### src/verilog/clock_failure_detector_pkg.sv
package clock_failure_detector_pkg;
  // ==========================================
  // Register map
  localparam logic [4:0] OFS_HF_CTRL = 5'h00;
  localparam logic [4:0] OFS_LF_CTRL = 5'h04;
  localparam logic [4:0] OFS_EVENT_CONTROL_REG = 5'h08;
  localparam logic [4:0] OFS_INTERRUPT_ENABLE_SET_REG = 5'h0c;
  localparam logic [4:0] OFS_INTENCLR = 5'h10;
  localparam logic [4:0] OFS_INTERRUPT_FLAG_REG = 5'h14;
  localparam logic [4:0] OFS_STATUS = 5'h18;
  localparam int ADDR_W = 5;
  localparam int NUM_SRC = 2;
  localparam int SRC_HF = 0;
  localparam int SRC_LF = 1;
  localparam int ST_HF_FAIL = 0;
  localparam int ST_HF_SW = 1;
  localparam int ST_LF_FAIL = 2;
  localparam int ST_LF_SW = 3;
  localparam logic [1:0] RESP_OKAY = 2'h0;
  localparam logic [1:0] RESP_SLVERR = 2'h2;
  // ==========================================
  // Oscillator control layout, top bit downward (osc_en is bit 0)
  typedef struct packed {
    logic [3:0] startup;
    logic [2:0] presc;
    logic switch_back_request_bit;
    logic det_en;
    logic osc_en;
  } osc_ctl_t;
  localparam int CTL_W = $bits(osc_ctl_t);
  localparam osc_ctl_t OSC_CTL_RESET = '0;
  localparam logic [2:0] LF_PRESC_MAX = 3'h1;
  // ==========================================
  // Monitor timing
  localparam int WIN_W = 2;
  localparam logic [WIN_W-1:0] WIN_LAST = 2'h3;
  localparam int SU_W = 16;
  localparam logic [SU_W-1:0] SU_ONE = 16'h0001;
  localparam int HF_DIV_W = 7;
  typedef struct packed {
    logic fail_status;
    logic fail_pulse;
    logic watching;
  } monitor_out_t;
endpackage
### src/verilog/clock_activity_monitor.sv
`timescale 1ns/1ps
`default_nettype none
module clock_activity_monitor
  import clock_failure_detector_pkg::*;
(
  input wire logic aclk,
  input wire logic aresetn,
  input wire logic mon_clk,
  input wire logic safe_tick,
  input wire logic active,
  input wire logic [3:0] startup,
  output monitor_out_t result
);
  typedef enum logic [1:0] {IDLE, STARTUP, WATCH} mon_state_t;
  mon_state_t state, next_state;
  logic prev_mon, rise_seen, fall_seen, fail_status, fail_pulse;
  logic next_rise, next_fall, next_fail_status, next_fail_pulse;
  logic [WIN_W-1:0] win_cnt, next_win_cnt;
  logic [SU_W-1:0] su_cnt, next_su_cnt;
  logic rise_now, fall_now;

  assign rise_now = mon_clk & ~prev_mon;
  assign fall_now = ~mon_clk & prev_mon;
  assign result = '{fail_status: fail_status, fail_pulse: fail_pulse,
                    watching: state == WATCH};

  always_comb begin
    next_state = state;
    next_rise = rise_seen;
    next_fall = fall_seen;
    next_win_cnt = win_cnt;
    next_su_cnt = su_cnt;
    next_fail_status = fail_status;
    next_fail_pulse = 1'b0;
    case (state)
      IDLE: begin
        next_fail_status = 1'b0;
        if (active) begin
          next_state = STARTUP;
          next_su_cnt = '0;
        end
      end
      STARTUP: begin
        if (!active) begin
          next_state = IDLE;
        end else if (safe_tick) begin
          if (su_cnt == (SU_ONE << startup) - SU_ONE) begin
            next_state = WATCH;
            next_win_cnt = '0;
            next_rise = 1'b0;
            next_fall = 1'b0;
          end else begin
            next_su_cnt = su_cnt + SU_ONE;
          end
        end
      end
      WATCH: begin
        if (!active) begin
          next_state = IDLE;
          next_fail_status = 1'b0;
        end else begin
          next_rise = rise_seen | rise_now;
          next_fall = fall_seen | fall_now;
          if (safe_tick) begin
            if (win_cnt == WIN_LAST) begin
              next_fail_status = ~(next_rise & next_fall);
              next_fail_pulse = ~(next_rise & next_fall);
              next_win_cnt = '0;
              next_rise = rise_now;
              next_fall = fall_now;
            end else begin
              next_win_cnt = win_cnt + 1'b1;
            end
          end
        end
      end
      default: next_state = IDLE;
    endcase
  end

  always_ff @(posedge aclk) begin
    if (!aresetn) begin
      state <= IDLE;
      prev_mon <= 1'b0;
      rise_seen <= 1'b0;
      fall_seen <= 1'b0;
      win_cnt <= '0;
      su_cnt <= '0;
      fail_status <= 1'b0;
      fail_pulse <= 1'b0;
    end else begin
      state <= next_state;
      prev_mon <= mon_clk;
      rise_seen <= next_rise;
      fall_seen <= next_fall;
      win_cnt <= next_win_cnt;
      su_cnt <= next_su_cnt;
      fail_status <= next_fail_status;
      fail_pulse <= next_fail_pulse;
    end
  end

  // ==========================================
  // Checks
  window_end_a: assert property (@(posedge aclk) disable iff (!aresetn)
    fail_pulse |-> $past(state) == WATCH && $past(win_cnt) == WIN_LAST && $past(safe_tick))
    else $error("failure reported outside a window end");
  idle_quiet_a: assert property (@(posedge aclk) disable iff (!aresetn)
    !active |=> !fail_status && !fail_pulse)
    else $error("failure shown while monitor inactive");
  startup_mask_a: assert property (@(posedge aclk) disable iff (!aresetn)
    state == STARTUP |=> !fail_pulse)
    else $error("failure reported during start-up");
  fail_seen_c: cover property (@(posedge aclk) disable iff (!aresetn) fail_pulse);
endmodule
`default_nettype wire

### src/verilog/clock_failure_detector.sv
`timescale 1ns/1ps
`default_nettype none
module clock_failure_detector
  import clock_failure_detector_pkg::*;
(
  input wire logic aclk,
  input wire logic aresetn,
  input wire logic [ADDR_W-1:0] s_axi_awaddr,
  input wire logic s_axi_awvalid,
  output logic s_axi_awready,
  input wire logic [31:0] s_axi_wdata,
  input wire logic [3:0] s_axi_wstrb,
  input wire logic s_axi_wvalid,
  output logic s_axi_wready,
  output logic [1:0] s_axi_bresp,
  output logic s_axi_bvalid,
  input wire logic s_axi_bready,
  input wire logic [ADDR_W-1:0] s_axi_araddr,
  input wire logic s_axi_arvalid,
  output logic s_axi_arready,
  output logic [31:0] s_axi_rdata,
  output logic [1:0] s_axi_rresp,
  output logic s_axi_rvalid,
  input wire logic s_axi_rready,
  input wire logic hf_external_oscillator,
  input wire logic internal_48m_rc_oscillator,
  input wire logic lf_external_oscillator,
  input wire logic lf_external_oscillator_1k,
  input wire logic internal_ulp_32k_oscillator,
  input wire logic internal_ulp_1k_oscillator,
  input wire logic sleep_mode,
  input wire logic hf_osc_requested,
  input wire logic lf_osc_requested,
  output logic hf_clk_out,
  output logic lf_clk32_out,
  output logic lf_clk1k_out,
  output logic hf_fail_event,
  output logic lf_fail_event,
  output logic irq
);
  // ==========================================
  // Register state
  osc_ctl_t hf_osc_control_reg, failure_detect_control_reg;
  osc_ctl_t next_hf_ctl, next_lf_ctl, wr_ctl;
  logic [NUM_SRC-1:0] event_control_reg, interrupt_enable_set_reg, interrupt_flag_reg;
  logic [NUM_SRC-1:0] next_event_control_reg, next_inten, next_interrupt_flag_reg, fail_pulse;
  logic hf_switched, lf_switched, next_hf_switched, next_lf_switched;
  logic aw_held, w_held, next_aw_held, next_w_held;
  logic [ADDR_W-1:0] awaddr_q, next_awaddr;
  logic [31:0] wdata_q, next_wdata, wmask, wbits, rd_word, next_rdata;
  logic [3:0] wstrb_q, next_wstrb;
  logic next_bvalid, next_rvalid, rd_hit, do_write;
  logic [1:0] next_bresp, next_rresp;
  logic [3:0] status_word;
  monitor_out_t hf_res, lf_res;
  logic hf_active, lf_active;

  // ==========================================
  // Safe clock generation
  logic rc_prev, ulp32_prev, ulp1k_prev, lf_div32, lf_div1k;
  logic next_lf_div32, next_lf_div1k, safe_hf_prev, safe_lf_prev;
  logic [HF_DIV_W-1:0] hf_div_cnt, next_hf_div_cnt;
  logic safe_hf, safe_lf32, safe_lf1k, safe_hf_tick, safe_lf_tick;

  always_comb begin
    next_hf_div_cnt = hf_div_cnt;
    next_lf_div32 = lf_div32;
    next_lf_div1k = lf_div1k;
    if (internal_48m_rc_oscillator && !rc_prev) begin
      next_hf_div_cnt = hf_div_cnt + 1'b1;
    end
    if (internal_ulp_32k_oscillator && !ulp32_prev) begin
      next_lf_div32 = ~lf_div32;
    end
    if (internal_ulp_1k_oscillator && !ulp1k_prev) begin
      next_lf_div1k = ~lf_div1k;
    end
    if (hf_osc_control_reg.presc == '0) begin
      safe_hf = internal_48m_rc_oscillator;
    end else begin
      safe_hf = hf_div_cnt[hf_osc_control_reg.presc - 3'h1];
    end
    if (failure_detect_control_reg.presc == '0) begin
      safe_lf32 = internal_ulp_32k_oscillator;
      safe_lf1k = internal_ulp_1k_oscillator;
    end else begin
      safe_lf32 = lf_div32;
      safe_lf1k = lf_div1k;
    end
  end

  assign safe_hf_tick = safe_hf & ~safe_hf_prev;
  assign safe_lf_tick = safe_lf32 & ~safe_lf_prev;

  always_ff @(posedge aclk) begin
    if (!aresetn) begin
      rc_prev <= 1'b0;
      ulp32_prev <= 1'b0;
      ulp1k_prev <= 1'b0;
      hf_div_cnt <= '0;
      lf_div32 <= 1'b0;
      lf_div1k <= 1'b0;
      safe_hf_prev <= 1'b0;
      safe_lf_prev <= 1'b0;
    end else begin
      rc_prev <= internal_48m_rc_oscillator;
      ulp32_prev <= internal_ulp_32k_oscillator;
      ulp1k_prev <= internal_ulp_1k_oscillator;
      hf_div_cnt <= next_hf_div_cnt;
      lf_div32 <= next_lf_div32;
      lf_div1k <= next_lf_div1k;
      safe_hf_prev <= safe_hf;
      safe_lf_prev <= safe_lf32;
    end
  end

  // ==========================================
  // Activity monitors
  assign hf_active = hf_osc_control_reg.osc_en & hf_osc_control_reg.det_en
                   & ~(sleep_mode & ~hf_osc_requested);
  assign lf_active = failure_detect_control_reg.osc_en & failure_detect_control_reg.det_en
                   & ~(sleep_mode & ~lf_osc_requested);
  assign fail_pulse = {lf_res.fail_pulse, hf_res.fail_pulse};

  clock_activity_monitor hf_monitor (
    .aclk(aclk),
    .aresetn(aresetn),
    .mon_clk(hf_external_oscillator),
    .safe_tick(safe_hf_tick),
    .active(hf_active),
    .startup(hf_osc_control_reg.startup),
    .result(hf_res)
  );

  clock_activity_monitor lf_monitor (
    .aclk(aclk),
    .aresetn(aresetn),
    .mon_clk(lf_external_oscillator),
    .safe_tick(safe_lf_tick),
    .active(lf_active),
    .startup(failure_detect_control_reg.startup),
    .result(lf_res)
  );

  // ==========================================
  // Bus slave and registers
  assign s_axi_awready = ~aw_held & ~s_axi_bvalid;
  assign s_axi_wready = ~w_held & ~s_axi_bvalid;
  assign s_axi_arready = ~s_axi_rvalid;
  assign do_write = aw_held & w_held & ~s_axi_bvalid;
  assign wmask = {{8{wstrb_q[3]}}, {8{wstrb_q[2]}}, {8{wstrb_q[1]}}, {8{wstrb_q[0]}}};
  assign wbits = wdata_q & wmask;
  assign status_word = {lf_switched, lf_res.fail_status, hf_switched, hf_res.fail_status};
  assign irq = |(interrupt_flag_reg & interrupt_enable_set_reg);

  always_comb begin
    next_aw_held = aw_held;
    next_w_held = w_held;
    next_awaddr = awaddr_q;
    next_wdata = wdata_q;
    next_wstrb = wstrb_q;
    next_bvalid = s_axi_bvalid & ~s_axi_bready;
    next_bresp = s_axi_bresp;
    next_rvalid = s_axi_rvalid & ~s_axi_rready;
    next_rdata = s_axi_rdata;
    next_rresp = s_axi_rresp;
    next_hf_ctl = hf_osc_control_reg;
    next_lf_ctl = failure_detect_control_reg;
    next_event_control_reg = event_control_reg;
    next_inten = interrupt_enable_set_reg;
    next_interrupt_flag_reg = interrupt_flag_reg;
    next_hf_switched = hf_switched;
    next_lf_switched = lf_switched;
    wr_ctl = osc_ctl_t'(wbits[CTL_W-1:0]);
    rd_word = '0;
    rd_hit = 1'b1;
    if (s_axi_awvalid && s_axi_awready) begin
      next_aw_held = 1'b1;
      next_awaddr = s_axi_awaddr;
    end
    if (s_axi_wvalid && s_axi_wready) begin
      next_w_held = 1'b1;
      next_wdata = s_axi_wdata;
      next_wstrb = s_axi_wstrb;
    end
    if (do_write) begin
      next_aw_held = 1'b0;
      next_w_held = 1'b0;
      next_bvalid = 1'b1;
      next_bresp = RESP_OKAY;
      case (awaddr_q)
        OFS_HF_CTRL: begin
          next_hf_ctl = osc_ctl_t'((hf_osc_control_reg & ~wmask[CTL_W-1:0]) | wr_ctl);
          next_hf_ctl.switch_back_request_bit = 1'b0;
        end
        OFS_LF_CTRL: begin
          next_lf_ctl = osc_ctl_t'((failure_detect_control_reg & ~wmask[CTL_W-1:0])
                                   | wbits[CTL_W-1:0]);
          next_lf_ctl.presc = (next_lf_ctl.presc != '0) ? LF_PRESC_MAX : '0;
        end
        OFS_EVENT_CONTROL_REG: next_event_control_reg = (event_control_reg & ~wmask[NUM_SRC-1:0]) | wbits[NUM_SRC-1:0];
        OFS_INTERRUPT_ENABLE_SET_REG: next_inten = interrupt_enable_set_reg | wbits[NUM_SRC-1:0];
        OFS_INTENCLR: next_inten = interrupt_enable_set_reg & ~wbits[NUM_SRC-1:0];
        OFS_INTERRUPT_FLAG_REG: next_interrupt_flag_reg = interrupt_flag_reg & ~wbits[NUM_SRC-1:0];
        OFS_STATUS: next_bresp = RESP_OKAY;
        default: next_bresp = RESP_SLVERR;
      endcase
    end
    // Hardware set wins over a software clear in the same cycle
    next_interrupt_flag_reg = next_interrupt_flag_reg | fail_pulse;
    if (hf_res.fail_pulse) begin
      next_hf_switched = 1'b1;
    end
    if (failure_detect_control_reg.switch_back_request_bit) begin
      if (!lf_switched) begin
        next_lf_ctl.switch_back_request_bit = 1'b0;
      end else if (lf_res.watching && !lf_res.fail_status) begin
        next_lf_switched = 1'b0;
        next_lf_ctl.switch_back_request_bit = 1'b0;
      end
    end
    if (lf_res.fail_pulse) begin
      next_lf_switched = 1'b1;
    end
    case (s_axi_araddr)
      OFS_HF_CTRL: rd_word[CTL_W-1:0] = hf_osc_control_reg;
      OFS_LF_CTRL: rd_word[CTL_W-1:0] = failure_detect_control_reg;
      OFS_EVENT_CONTROL_REG: rd_word[NUM_SRC-1:0] = event_control_reg;
      OFS_INTERRUPT_ENABLE_SET_REG: rd_word[NUM_SRC-1:0] = interrupt_enable_set_reg;
      OFS_INTENCLR: rd_word[NUM_SRC-1:0] = interrupt_enable_set_reg;
      OFS_INTERRUPT_FLAG_REG: rd_word[NUM_SRC-1:0] = interrupt_flag_reg;
      OFS_STATUS: rd_word[3:0] = status_word;
      default: rd_hit = 1'b0;
    endcase
    if (s_axi_arvalid && s_axi_arready) begin
      next_rvalid = 1'b1;
      next_rdata = rd_word;
      next_rresp = rd_hit ? RESP_OKAY : RESP_SLVERR;
    end
  end

  // Reset whenever aresetn is low; no other reset reaches this state
  always_ff @(posedge aclk) begin
    if (!aresetn) begin
      aw_held <= 1'b0;
      w_held <= 1'b0;
      awaddr_q <= '0;
      wdata_q <= '0;
      wstrb_q <= '0;
      s_axi_bvalid <= 1'b0;
      s_axi_bresp <= RESP_OKAY;
      s_axi_rvalid <= 1'b0;
      s_axi_rdata <= '0;
      s_axi_rresp <= RESP_OKAY;
      hf_osc_control_reg <= OSC_CTL_RESET;
      failure_detect_control_reg <= OSC_CTL_RESET;
      event_control_reg <= '0;
      interrupt_enable_set_reg <= '0;
      interrupt_flag_reg <= '0;
      hf_switched <= 1'b0;
      lf_switched <= 1'b0;
    end else begin
      aw_held <= next_aw_held;
      w_held <= next_w_held;
      awaddr_q <= next_awaddr;
      wdata_q <= next_wdata;
      wstrb_q <= next_wstrb;
      s_axi_bvalid <= next_bvalid;
      s_axi_bresp <= next_bresp;
      s_axi_rvalid <= next_rvalid;
      s_axi_rdata <= next_rdata;
      s_axi_rresp <= next_rresp;
      hf_osc_control_reg <= next_hf_ctl;
      failure_detect_control_reg <= next_lf_ctl;
      event_control_reg <= next_event_control_reg;
      interrupt_enable_set_reg <= next_inten;
      interrupt_flag_reg <= next_interrupt_flag_reg;
      hf_switched <= next_hf_switched;
      lf_switched <= next_lf_switched;
    end
  end

  // ==========================================
  // Clock outputs and events
  always_ff @(posedge aclk) begin
    if (!aresetn) begin
      hf_clk_out <= 1'b0;
      lf_clk32_out <= 1'b0;
      lf_clk1k_out <= 1'b0;
      hf_fail_event <= 1'b0;
      lf_fail_event <= 1'b0;
    end else begin
      hf_clk_out <= hf_switched ? safe_hf : hf_external_oscillator;
      lf_clk32_out <= lf_switched ? safe_lf32 : lf_external_oscillator;
      lf_clk1k_out <= lf_switched ? safe_lf1k : lf_external_oscillator_1k;
      hf_fail_event <= hf_res.fail_pulse & event_control_reg[SRC_HF];
      lf_fail_event <= lf_res.fail_pulse & event_control_reg[SRC_LF];
    end
  end

  // ==========================================
  // Checks
  flag_set_a: assert property (@(posedge aclk) disable iff (!aresetn)
    hf_res.fail_pulse |=> interrupt_flag_reg[SRC_HF] && hf_switched)
    else $error("failure did not set flag and switch");
  irq_gate_a: assert property (@(posedge aclk) disable iff (!aresetn)
    hf_res.fail_pulse && interrupt_enable_set_reg[SRC_HF] && !do_write |=> irq)
    else $error("enabled failure gave no interrupt");
  event_gate_a: assert property (@(posedge aclk) disable iff (!aresetn)
    hf_res.fail_pulse |=> hf_fail_event == $past(event_control_reg[SRC_HF]))
    else $error("failure event does not follow its enable");
  hf_switch_a: assert property (@(posedge aclk) disable iff (!aresetn)
    hf_switched |=> hf_clk_out == $past(safe_hf))
    else $error("switched output not on safe clock");
  lf_switch_a: assert property (@(posedge aclk) disable iff (!aresetn)
    lf_switched |=> lf_clk1k_out == $past(safe_lf1k) && lf_clk32_out == $past(safe_lf32))
    else $error("low-frequency outputs not on safe clock");
  switch_back_request_bit_clear_a: assert property (@(posedge aclk) disable iff (!aresetn)
    failure_detect_control_reg.switch_back_request_bit && !lf_switched && !do_write |=>
      !failure_detect_control_reg.switch_back_request_bit)
    else $error("switch-back bit not cleared");
  presc_max_a: assert property (@(posedge aclk) disable iff (!aresetn)
    failure_detect_control_reg.presc <= LF_PRESC_MAX)
    else $error("low-frequency divider above two");
  sleep_stop_a: assert property (@(posedge aclk) disable iff (!aresetn)
    sleep_mode && !hf_osc_requested |=> !hf_res.fail_pulse)
    else $error("detection ran in sleep without request");
  hf_fail_c: cover property (@(posedge aclk) disable iff (!aresetn) hf_res.fail_pulse ##1 irq);
  switch_back_request_bit_c: cover property (@(posedge aclk) disable iff (!aresetn) $fell(lf_switched));
  lf_event_c: cover property (@(posedge aclk) disable iff (!aresetn) lf_fail_event);
endmodule
`default_nettype wire

### config.mk
export PLATFORM = sky130hd
export DESIGN_NAME = clock_failure_detector
export DESIGN_NICKNAME = d
export VERILOG_FILES = /design/src/verilog/clock_failure_detector_pkg.sv /design/src/verilog/clock_activity_monitor.sv /design/src/verilog/clock_failure_detector.sv
export SDC_FILE = /design/constraint.sdc
export NUM_CORES = 1
export LEC_CHECK = 0
export BUFFER_PORTS_ARGS = -buffer_cell sky130_fd_sc_hd__clkbuf_2
export CORE_MARGIN = 4
export CORE_UTILIZATION = 52
export CTS_BUF_LIST = sky130_fd_sc_hd__clkbuf_16
export DETAILED_ROUTE_END_ITERATION = 16
export PLACE_DENSITY = 0.77
export SLEW_MARGIN = 20
export SYNTH_ARGS = -nofsm -noshare
export SYNTH_HDL_FRONTEND = slang
export SYNTH_SLANG_ARGS = --single-unit
### constraint.sdc
create_clock -name aclk -period 3.45 [get_ports aclk]
set_input_delay 0.5175 -clock aclk [delete_from_list [all_inputs] [get_ports aclk]]
set_output_delay 0.5175 -clock aclk [all_outputs]
set_load 0.005 [all_outputs]
==> flow_metrics.py, run 1 <==
metrics = {
    "run_status": {
        "status": "complete, no violations",
    },
    "die": {
        "dieHeight_um": 125.6,
        "die_w_um": 125.6,
        "ios": 109,
        "start_util": 0.5370,
        "dieArea_mm2": 0.01578,
        "row_count": 42,
        "core_mm2": 0.01340,
    },
    "yosys": {
        "synth_area_mm2": 0.007196,
        "synth-edff-count": 0,
        "synthTopCellsByCount": "127 x dfxtp_1, 100 x nor2_1, 92 x nand2_1, 66 x a21oi_1, 44 x o21ai_0",
        "synthFlopType": "dfxtp_1",
        "yosysUniqueCellTypes": 80,
        "async_flop_share": 0,
        "synth.most_common_cell": "dfxtp_1",
        "seq_area_frac_synth": 0.3533,
        "postSynthAreaPerCell_um2": 7.873,
        "yosysWarnings": 0,
        "yosysTopAreaCell": "dfxtp_1",
        "synth_top_area_share": 0.3533,
        "synthCells": 914,
        "synth.area.top_cells": "dfxtp_1 35%, nor2_1 5.2%, nand2_1 4.8%",
        "ys_ff_latch": 127,
    },
    "finish": {
        "diodes": 0,
        "fin_area_mm2": 0.008137,
        "finalNetCount": 1025,
        "area_growth_pct": 13.08,
        "drive_gt1_frac": 0.1396,
        "n_fill_cell": 1189,
    },
    "place": {
        "io_buffers": 60,
        "gp_congestion": 0.8586,
        "hpwl_mm": 12.11,
        "place_area_mm2": 0.007542,
    },
    "routing": {
        "drt_iter0_drc": 366,
        "vias_per_cell": 5.759,
        "num_vias": 6582,
        "wirelength_mm": 17.10,
        "first_pass_iters": 5,
        "drcViolationCount": 0,
        "postRouteAntennaNets": 0,
        "wire_per_inst_um": 14.96,
    },
    "sta": {
        "timing.final.crit_share": 0.9067,
        "fin_crit_ns": 3.128,
        "tightest_slew_ns": 1.146,
        "fmax_mhz": 319.7,
        "fin_setup_tns_ns": 0,
        "rsz0062_at_grt": "false",
        "finalSetupViolCount": 0,
        "maxSlewViolCount": 0,
        "fin_worst_skew_ns": 0.005801,
        "finalHoldViolCount": 0,
        "slew_headroom": 0.2254,
    },
    "power_and_ir_drop": {
        "leakagePower_nw": 3.112,
        "p_switching_uw": 819.0,
        "pwr-share-comb": 0.057,
        "powerDensity_mw_per_mm2": 433.2,
        "p_int_mw": 2.705,
        "sw_frac_of_total": 0.2324,
        "ir_drop_mv": 0.3595,
        "pwr-share-clk": 0.508,
        "pwr-share-seq": 0.435,
    },
    "worst_setup_path": {
        "r2r_slack_ns": 0.32,
        "critPathArrivalTime_ns": 3.41,
        "cp_max_fo": 8,
        "r2r_cells": 11,
        "setup.worst_path.class": "register to register",
        "reg2reg_to": "lf_monitor.fall_seen",
        "cp-start-kind": "register",
        "worst-endpoint-required_ns": 3.73,
        "endpoint_kind": "register",
    },
    "clock_tree": {
        "cts_tree": "done",
        "cts_max_level": 4,
        "cts_resized": 0,
        "hold_buffers": 0,
        "ctsRootBufferMaster": "clkbuf_16",
        "postCtsSetupBuffers": 0,
        "numCtsBuffers": 17,
        "cts.sinks": 127,
        "cts_buffer_depth": 2,
        "clk_latency_ns": 0.42,
        "clkTransAtPathRegs_ns": 0.06,
    },
    "min_path": {
        "timing.hold.worst.class": "input pin to register",
        "holdPathEnd": "s_axi_rvalid",
        "hp-start": "s_axi_rready",
        "min_path_cells": 2,
    },
    "global_route": {
        "grt-ovfl-total": 0,
        "grt_pass1_vias": 5879,
        "grt_pass1_wl_mm": 28.46,
        "antenna_found_initial": 0,
        "grt_max_degree": 47,
        "grt_use_total": 0.2160,
    },
    "flow_run": {
        "drv_cap": 0,
    },
}
-- logic make-up (layout without fill, tap and decap cells) --
| logic type | count (synthesis) | after routing | share of synthesized area |
|---|---|---|---|
| XOR/XNOR | 28 | 28 | 0.03408 |
| other | 1 | 24 | 0.0005211 |
| multiplexers | 33 | 33 | 0.04799 |
| AND/OR/NAND/NOR | 394 | 394 | 0.2827 |
| AO/OA/AOI/OAI | 209 | 209 | 0.1899 |
| buffers and inverters | 113 | 143 | 0.07581 |
| flip-flops | 127 | 127 | 0.3533 |
| adder cells (fa/ha/maj) | 9 | 9 | 0.01565 |
-- worst max-delay path, stage by stage, from the launching register on --
cell       delay [ns]
dfxtp_1          0.30
nor2_1           0.19
nand3b_1         0.11
ha_1             0.29
and2_0           0.19
o211a_1          0.21
or3_1            0.30
a221oi_1         0.36
nand4bb_1        0.24
buf_4            0.22
o31ai_1          0.41
a311oi_1         0.16
-- through the flow --
step	power [mW]	utilization	cells	hold slack (ns)	setup slack, ns
2_1_floorplan	1.704	-	937	0.4316	0.02232
3_3_place_gp	1.758	0.5628	1111	0.4474	0.4243
3_5_place_dp	1.762	0.5628	1111	0.4473	0.4033
4_1_cts	3.551	0.6072	1143	0.2680	0.3603
5_1_grt	3.644	0.6072	1143	0.2880	0.09922
6_report	3.524	0.6072	1143	0.2845	0.3219
-- worst max path at each step --
| stage | startpoint | to | slack [ns] | depth (start not counted) |
|---|---|---|---|---|
| global placement | register | lf_monitor.rise_seen | 0.42 | 11 |
| global route | register | lf_monitor.rise_seen | 0.1 | 11 |
| finish | register | lf_monitor.fall_seen | 0.32 | 11 |
| detailed placement | register | lf_monitor.rise_seen | 0.40 | 11 |
| floorplan | register | hf_monitor.su_cnt[12] | 0.02 | 15 |
| CTS | register | lf_monitor.rise_seen | 0.36 | 11 |
-- cell usage in the layout (no fill, tap or decap), drive strengths merged, types with 11 or more instances in the layout --
cell type	count
and2	15
a21oi	66
conb	24
nand2	92
mux2i	30
xnor2	19
o21ai	44
inv	29
nand2b	12
nand3	33
buf	25
a211oi	11
and3	19
or3	14
nor3	28
clkbuf	77
nor2	100
nor4	11
nor2b	14
dfxtp	127
-- power groups by stage --
stage	Combinational, mW	Clock [mW]	Sequential, mW
6_report	0.202	1.79	1.53
5_1_grt	0.226	1.88	1.54
2_1_floorplan	0.148	0	1.56
3_3_place_gp	0.196	0	1.56
4_1_cts	0.202	1.82	1.53
3_5_place_dp	0.199	0	1.56
-- metal layers --
metal  track usage  vias to the layer above  wire length [um]  part of all wire
met3       0.04064                       28               869             0.051
li1              -                     3317                 -                 -
met1        0.2842                     3075              7895              0.46
met4       0.08929                        0               399             0.023
met2        0.3499                      162              7936              0.46
met5             0                        -                 0                 0
-- cell type report --
cell class / instances / area [um2] / share of cell area
repair buffers: 85 / 488.0 / 0.05997
flip-flops and latches: 127 / 2542 / 0.3125
well taps: 176 / 220.2 / 0.02706
inverters: 26 / 97.59 / 0.01199
clock buffers: 17 / 425.4 / 0.05228
clock inverters: 15 / 168.9 / 0.02076
multi-input cells: 697 / 4194 / 0.5155
Note: power is estimated with default switching activity, not from simulation.
==> run 2: changes to the inputs <==
--- a/config.mk
+++ b/config.mk
@@ -6,10 +6,11 @@
 export NUM_CORES = 1
 export LEC_CHECK = 0
 export BUFFER_PORTS_ARGS = -buffer_cell sky130_fd_sc_hd__clkbuf_2
-export CORE_MARGIN = 4
+export CORE_MARGIN = 2
 export CORE_UTILIZATION = 52
 export CTS_BUF_LIST = sky130_fd_sc_hd__clkbuf_16
 export DETAILED_ROUTE_END_ITERATION = 16
+export MAX_ROUTING_LAYER = met4
 export PLACE_DENSITY = 0.77
 export SLEW_MARGIN = 20
 export SYNTH_ARGS = -nofsm -noshare
==> run 2 against run 1 <==
Net effect: final cell count did not move; combinational power barely moved; sequential cell count is the same; final area is 0.60% higher; critical path depth did not move; clock skew up 0.0034 ns; power rose by 3.9%; critical endpoint unchanged; register-to-register slack worse by 0.06 ns; critical path type unchanged; clock power rose by 8%; die area fell by 6.3%; via count rose by 2.2%.
==> flow_metrics.py, run 2 (synthesis results as in run 1) <==
metrics = {
    "routing": {
        "postRouteAntennaNets": 0,
        "wire_per_inst_um": 15.28,
        "vias_per_cell": 5.885,
        "drcViolationCount": 0,
        "wirelength_mm": 17.47,
        "first_pass_iters": 5,
        "num_vias": 6727,
        "drt_iter0_drc": 457,
    },
    "worst_setup_path": {
        "endpoint_kind": "register",
        "reg2reg_to": "lf_monitor.fall_seen",
        "r2r_slack_ns": 0.27,
        "r2r_cells": 11,
        "critPathArrivalTime_ns": 3.45,
        "setup.worst_path.class": "register to register",
        "cp_max_fo": 12,
        "cp-start-kind": "register",
        "worst-endpoint-required_ns": 3.72,
    },
    "sta": {
        "rsz0062_at_grt": "false",
        "finalSetupViolCount": 0,
        "finalHoldViolCount": 0,
        "fmax_mhz": 314.0,
        "slew_headroom": 0.3464,
        "hold_slack_ns": 0.2825,
        "fin_setup_tns_ns": 0,
        "fin_ws_ns": 0.2651,
        "maxSlewViolCount": 0,
        "fin_crit_ns": 3.185,
        "timing.final.crit_share": 0.9232,
        "tightest_slew_ns": 0.9668,
        "fin_worst_skew_ns": 0.009218,
    },
    "power_and_ir_drop": {
        "pwr-share-clk": 0.527,
        "p_switching_uw": 868.5,
        "pwr-share-seq": 0.419,
        "p_int_mw": 2.795,
        "ir_drop_mv": 0.4429,
        "leakagePower_nw": 3.129,
        "sw_frac_of_total": 0.2371,
        "finalPower_mw": 3.663,
        "pwr-share-comb": 0.055,
        "powerDensity_mw_per_mm2": 447.5,
    },
    "die": {
        "core_mm2": 0.01340,
        "ios": 109,
        "dieArea_mm2": 0.01480,
        "dieHeight_um": 121.6,
        "die_w_um": 121.6,
        "row_count": 42,
        "start_util": 0.5370,
    },
    "finish": {
        "final_util": 0.6108,
        "fin_area_mm2": 0.008185,
        "finalNetCount": 1025,
        "drive_gt1_frac": 0.1448,
        "final_common_cell": "dfxtp_1",
        "area_growth_pct": 13.75,
        "diodes": 0,
        "fin_cells": 1143,
        "final_cell_mix": "127 x dfxtp_1, 100 x nor2_1, 92 x nand2_1, 66 x a21oi_1, 60 x clkbuf_2",
    },
    "min_path": {
        "timing.hold.worst.class": "input pin to register",
        "hp-start": "s_axi_rready",
        "min_path_cells": 2,
        "holdPathEnd": "s_axi_rvalid",
    },
    "clock_tree": {
        "clk_latency_ns": 0.42,
        "ctsRootBufferMaster": "clkbuf_16",
        "cts_buffer_depth": 2,
        "cts_max_level": 4,
        "cts_tree": "done",
        "cts.sinks": 127,
        "clkTransAtPathRegs_ns": 0.06,
        "hold_buffers": 0,
        "numCtsBuffers": 17,
    },
    "place": {
        "dp.cells": 1110,
        "place_area_mm2": 0.007535,
        "dp_slack_ns": 0.3287,
        "io_buffers": 60,
        "hpwl_mm": 12.01,
        "gp_congestion": 0.8672,
    },
    "global_route": {
        "grt_pass1_vias": 6054,
        "grt-ovfl-total": 0,
        "grt_max_degree": 53,
        "grt_pass1_wl_mm": 29.01,
        "grt_use_total": 0.2492,
        "antenna_found_initial": 0,
    },
    "run_status": {
        "status": "complete, no violations",
    },
    "flow_run": {
        "drv_cap": 0,
    },
}
==> run 2: cell types whose count changed in the layout (fill, tap and decap cells not counted), sizes merged <==
cell | previous run | this run
bufinv | 3 | 4
inv | 29 | 31
clkinv | 6 | 2
clkinvlp | 3 | 4
==> run 2: repair_timing <==
item,CTS,global route
gates resized for setup,0,1
setup buffers,0,1
setup endpoints to repair,0,4
==> run 2: final cells by class <==
type | instances | area (um2)
well taps | 176 | 220.2
clock buffers | 17 | 425.4
repair buffers | 85 | 488.0
fillers | 1133 | 5215
multi-input cells | 697 | 4205
flip-flops and latches | 127 | 2542
inverters | 26 | 97.59
clock inverters | 15 | 206.4
==> run 2: worst max-delay path: stages, from the launching register on <==
cell and delay (ns):
dfxtp_1 0.31, nor2_1 0.18, nand3b_1 0.11, ha_1 0.34, and2_0 0.22, o211a_1 0.21
or3_1 0.31, a221oi_1 0.39, nand4bb_1 0.24, buf_4 0.21, o31ai_2 0.37, a311oi_1 0.16
==> run 2: power by group through the flow <==
stage,sequential (mW),clock (mW),combinational [mW]
6_report,1.53,1.93,0.200
5_1_grt,1.54,2.02,0.224
4_1_cts,1.53,1.95,0.199
3_5_place_dp,1.56,0,0.198
3_3_place_gp,1.56,0,0.194
2_1_floorplan,1.56,0,0.148
==> run 2: worst max path at each step <==
stage                                        to  slack (ns)  depth (start not counted)
after floorplan           hf_monitor.su_cnt[12]        0.02                         15
after global placement    lf_monitor.su_cnt[14]        0.42                         12
after detailed placement   lf_monitor.su_cnt[9]        0.33                         12
after CTS                  lf_monitor.fall_seen        0.21                         10
after global routing      hf_monitor.su_cnt[13]        0.03                         13
final                      lf_monitor.fall_seen        0.27                         11
==> run 2: layer usage <==
| layer | wire (um) | vias to the layer above | global-route usage |
|---|---|---|---|
| li1 | - | 3311 | - |
| met1 | 7900 | 3150 | 0.3145 |
| met2 | 8060 | 221 | 0.3876 |
| met3 | 960 | 45 | 0.05431 |
| met4 | 548 | 0 | 0.1042 |
| met5 | 0 | - | - |
==> run 3: changes to the inputs <==
--- a/config.mk
+++ b/config.mk
@@ -11,7 +11,7 @@
 export CTS_BUF_LIST = sky130_fd_sc_hd__clkbuf_16
 export DETAILED_ROUTE_END_ITERATION = 16
 export MAX_ROUTING_LAYER = met4
-export PLACE_DENSITY = 0.77
+export PLACE_DENSITY_LB_ADDON = 0.12
 export SLEW_MARGIN = 20
 export SYNTH_ARGS = -nofsm -noshare
 export SYNTH_HDL_FRONTEND = slang
==> run 3 against run 2 <==
Net effect: first-iteration DRC count up 24%; combinational power about the same; final area down 0.26%; sequential cell count unchanged; non-clock buffer count down 1; maximum frequency up 0.48%; register-to-register slack better by 0.02 ns; final cell count about the same; sequential share of layout area up 0.081 points; count of clock-buffer cells in the layout unchanged; sequential power about the same; routed wire length up 3.7%; largest power group unchanged; highest routed layer unchanged.
==> flow_metrics.py, run 3 (synthesis results as in run 1) <==
metrics = {
    "sta": {
        "finalHoldViolCount": 0,
        "finalSetupViolCount": 0,
        "fin_crit_ns": 3.170,
        "tightest_slew_ns": 0.9219,
        "fin_worst_skew_ns": 0.01021,
        "rsz0062_at_grt": "false",
        "fin_ws_ns": 0.2804,
        "slew_headroom": 0.3797,
        "timing.final.crit_share": 0.9187,
        "fmax_mhz": 315.5,
        "maxSlewViolCount": 0,
        "fin_setup_tns_ns": 0,
    },
    "place": {
        "gp_congestion": 0.8827,
        "dp_slack_ns": 0.2312,
        "io_buffers": 60,
        "hpwl_mm": 12.74,
    },
    "worst_setup_path": {
        "max_stage_delay_ns": 0.52,
        "cp-start-kind": "register",
        "path_cells": "nor2_1, nand2_1, ha_1, or3b_1, a211o_1, o211ai_1, nand3_1, nand4bb_1, a21boi_1, buf_4, or4_1, a21oi_1",
        "setup.worst_path.class": "register to register",
        "worst-endpoint-required_ns": 3.80,
        "critical_path.slowest_cell": "or4_1",
        "cp_max_fo": 30,
        "r2r_slack_ns": 0.28,
        "r2r_cells": 12,
        "endpoint_kind": "register",
        "reg2reg_to": "lf_monitor.su_cnt[14]",
        "critPathBufInv": 1,
        "critPathArrivalTime_ns": 3.52,
        "cpLargestDelayFamily": "simple AND/OR/NAND/NOR gates",
    },
    "global_route": {
        "antenna_found_initial": 0,
        "grt_max_degree": 55,
        "grt_use_total": 0.2574,
        "grt-ovfl-total": 0,
        "grt_pass1_vias": 6291,
        "grt_pass1_wl_mm": 29.88,
    },
    "clock_tree": {
        "cts_tree": "done",
        "cts_max_level": 4,
        "hold_buffers": 0,
        "clk_latency_ns": 0.42,
        "numCtsBuffers": 17,
        "cts.sinks": 127,
        "ctsRootBufferMaster": "clkbuf_16",
        "cts_buffer_depth": 2,
        "clkTransAtPathRegs_ns": 0.06,
    },
    "power_and_ir_drop": {
        "leakagePower_nw": 3.111,
        "powerDensity_mw_per_mm2": 439.6,
        "finalPower_mw": 3.589,
        "ir_drop_mv": 0.3262,
    },
    "finish": {
        "seq_area_mm2": 0.002542,
        "final_cell_mix": "127 x dfxtp_1, 100 x nor2_1, 92 x nand2_1, 66 x a21oi_1, 60 x clkbuf_2",
        "drive_gt1_frac": 0.1439,
        "multiInputGateArea_mm2": 0.004213,
        "n_fill_cell": 1205,
        "finalNetCount": 1024,
        "final_common_cell": "dfxtp_1",
        "diodes": 0,
        "final_util": 0.6092,
        "area_growth_pct": 13.46,
    },
    "routing": {
        "wirelength_mm": 18.11,
        "drcViolationCount": 0,
        "drt_iter0_drc": 568,
        "wire_per_inst_um": 15.86,
        "num_vias": 6699,
        "first_pass_iters": 5,
        "vias_per_cell": 5.866,
        "postRouteAntennaNets": 0,
    },
    "die": {
        "row_count": 42,
        "ios": 109,
        "core_mm2": 0.01340,
        "dieHeight_um": 121.6,
        "dieArea_mm2": 0.01480,
        "die_w_um": 121.6,
        "start_util": 0.5370,
    },
    "flow_run": {
        "drv_cap": 0,
    },
    "min_path": {
        "timing.hold.worst.class": "input pin to register",
        "min_path_cells": 2,
        "hp-start": "s_axi_rready",
        "holdPathEnd": "s_axi_rvalid",
    },
    "run_status": {
        "status": "complete, no violations",
    },
}
## run 3: changes by cell type in the layout (fill, tap and decap cells not counted)
cell and delta:
inv_6 -1, nor4_2 +1, bufinv_16 -1, clkinv_4 +2
nor4_1 -1, o31ai_2 -1, nor3_4 +1, o31ai_1 +1
nor3_2 -1, buf_4 -1
## run 3: stage by stage
stage          cells  hold WS [ns]  area (um2)
4_1_cts         1141        0.2688        8138
5_1_grt         1142        0.2789        8164
2_1_floorplan    937        0.4316        7283
3_3_place_gp    1109        0.4439        7527
6_report        1142        0.2852        8164
3_5_place_dp    1109        0.4468        7527
## run 3: where the power goes
group	internal [mW]	switching, mW
clock	1.15	0.710
combinational	0.0741	0.125
sequential	1.50	0.0315
## run 3: layout make-up
type,instances,area share
clock buffers,17,0.05211
clock inverters,15,0.02268
inverters,26,0.01195
multi-input cells,697,0.5160
flip-flops and latches,127,0.3114
well taps,176,0.02697
repair buffers,84,0.05885
## run 3: worst max path at each step
stage | end | cells after the start | startpoint | slack [ns]
2_1_floorplan | hf_monitor.su_cnt[12] | 15 | register | 0.02
3_3_place_gp | hf_monitor.su_cnt[11] | 13 | register | 0.32
3_5_place_dp | hf_monitor.su_cnt[9] | 13 | register | 0.23
4_1_cts | hf_monitor.su_cnt[9] | 13 | register | 0.23
5_1_grt | lf_monitor.su_cnt[15] | 13 | register | 0.01
6_report | lf_monitor.su_cnt[14] | 12 | register | 0.28
## run 3: repair_timing
item | CTS | global route
endpoints found under the hold margin | 0 | 0
resized for setup | 0 | 2
setup buffers | 0 | 1
endpoints found under the setup margin | 0 | 7
## run 3: routing by layer
metal	track usage	routed length (um)	vias up
li1	-	-	3307
met1	0.3129	8049	3156
met2	0.4249	8760	206
met3	0.05103	918	30
met4	0.09483	381	0
met5	-	0	-
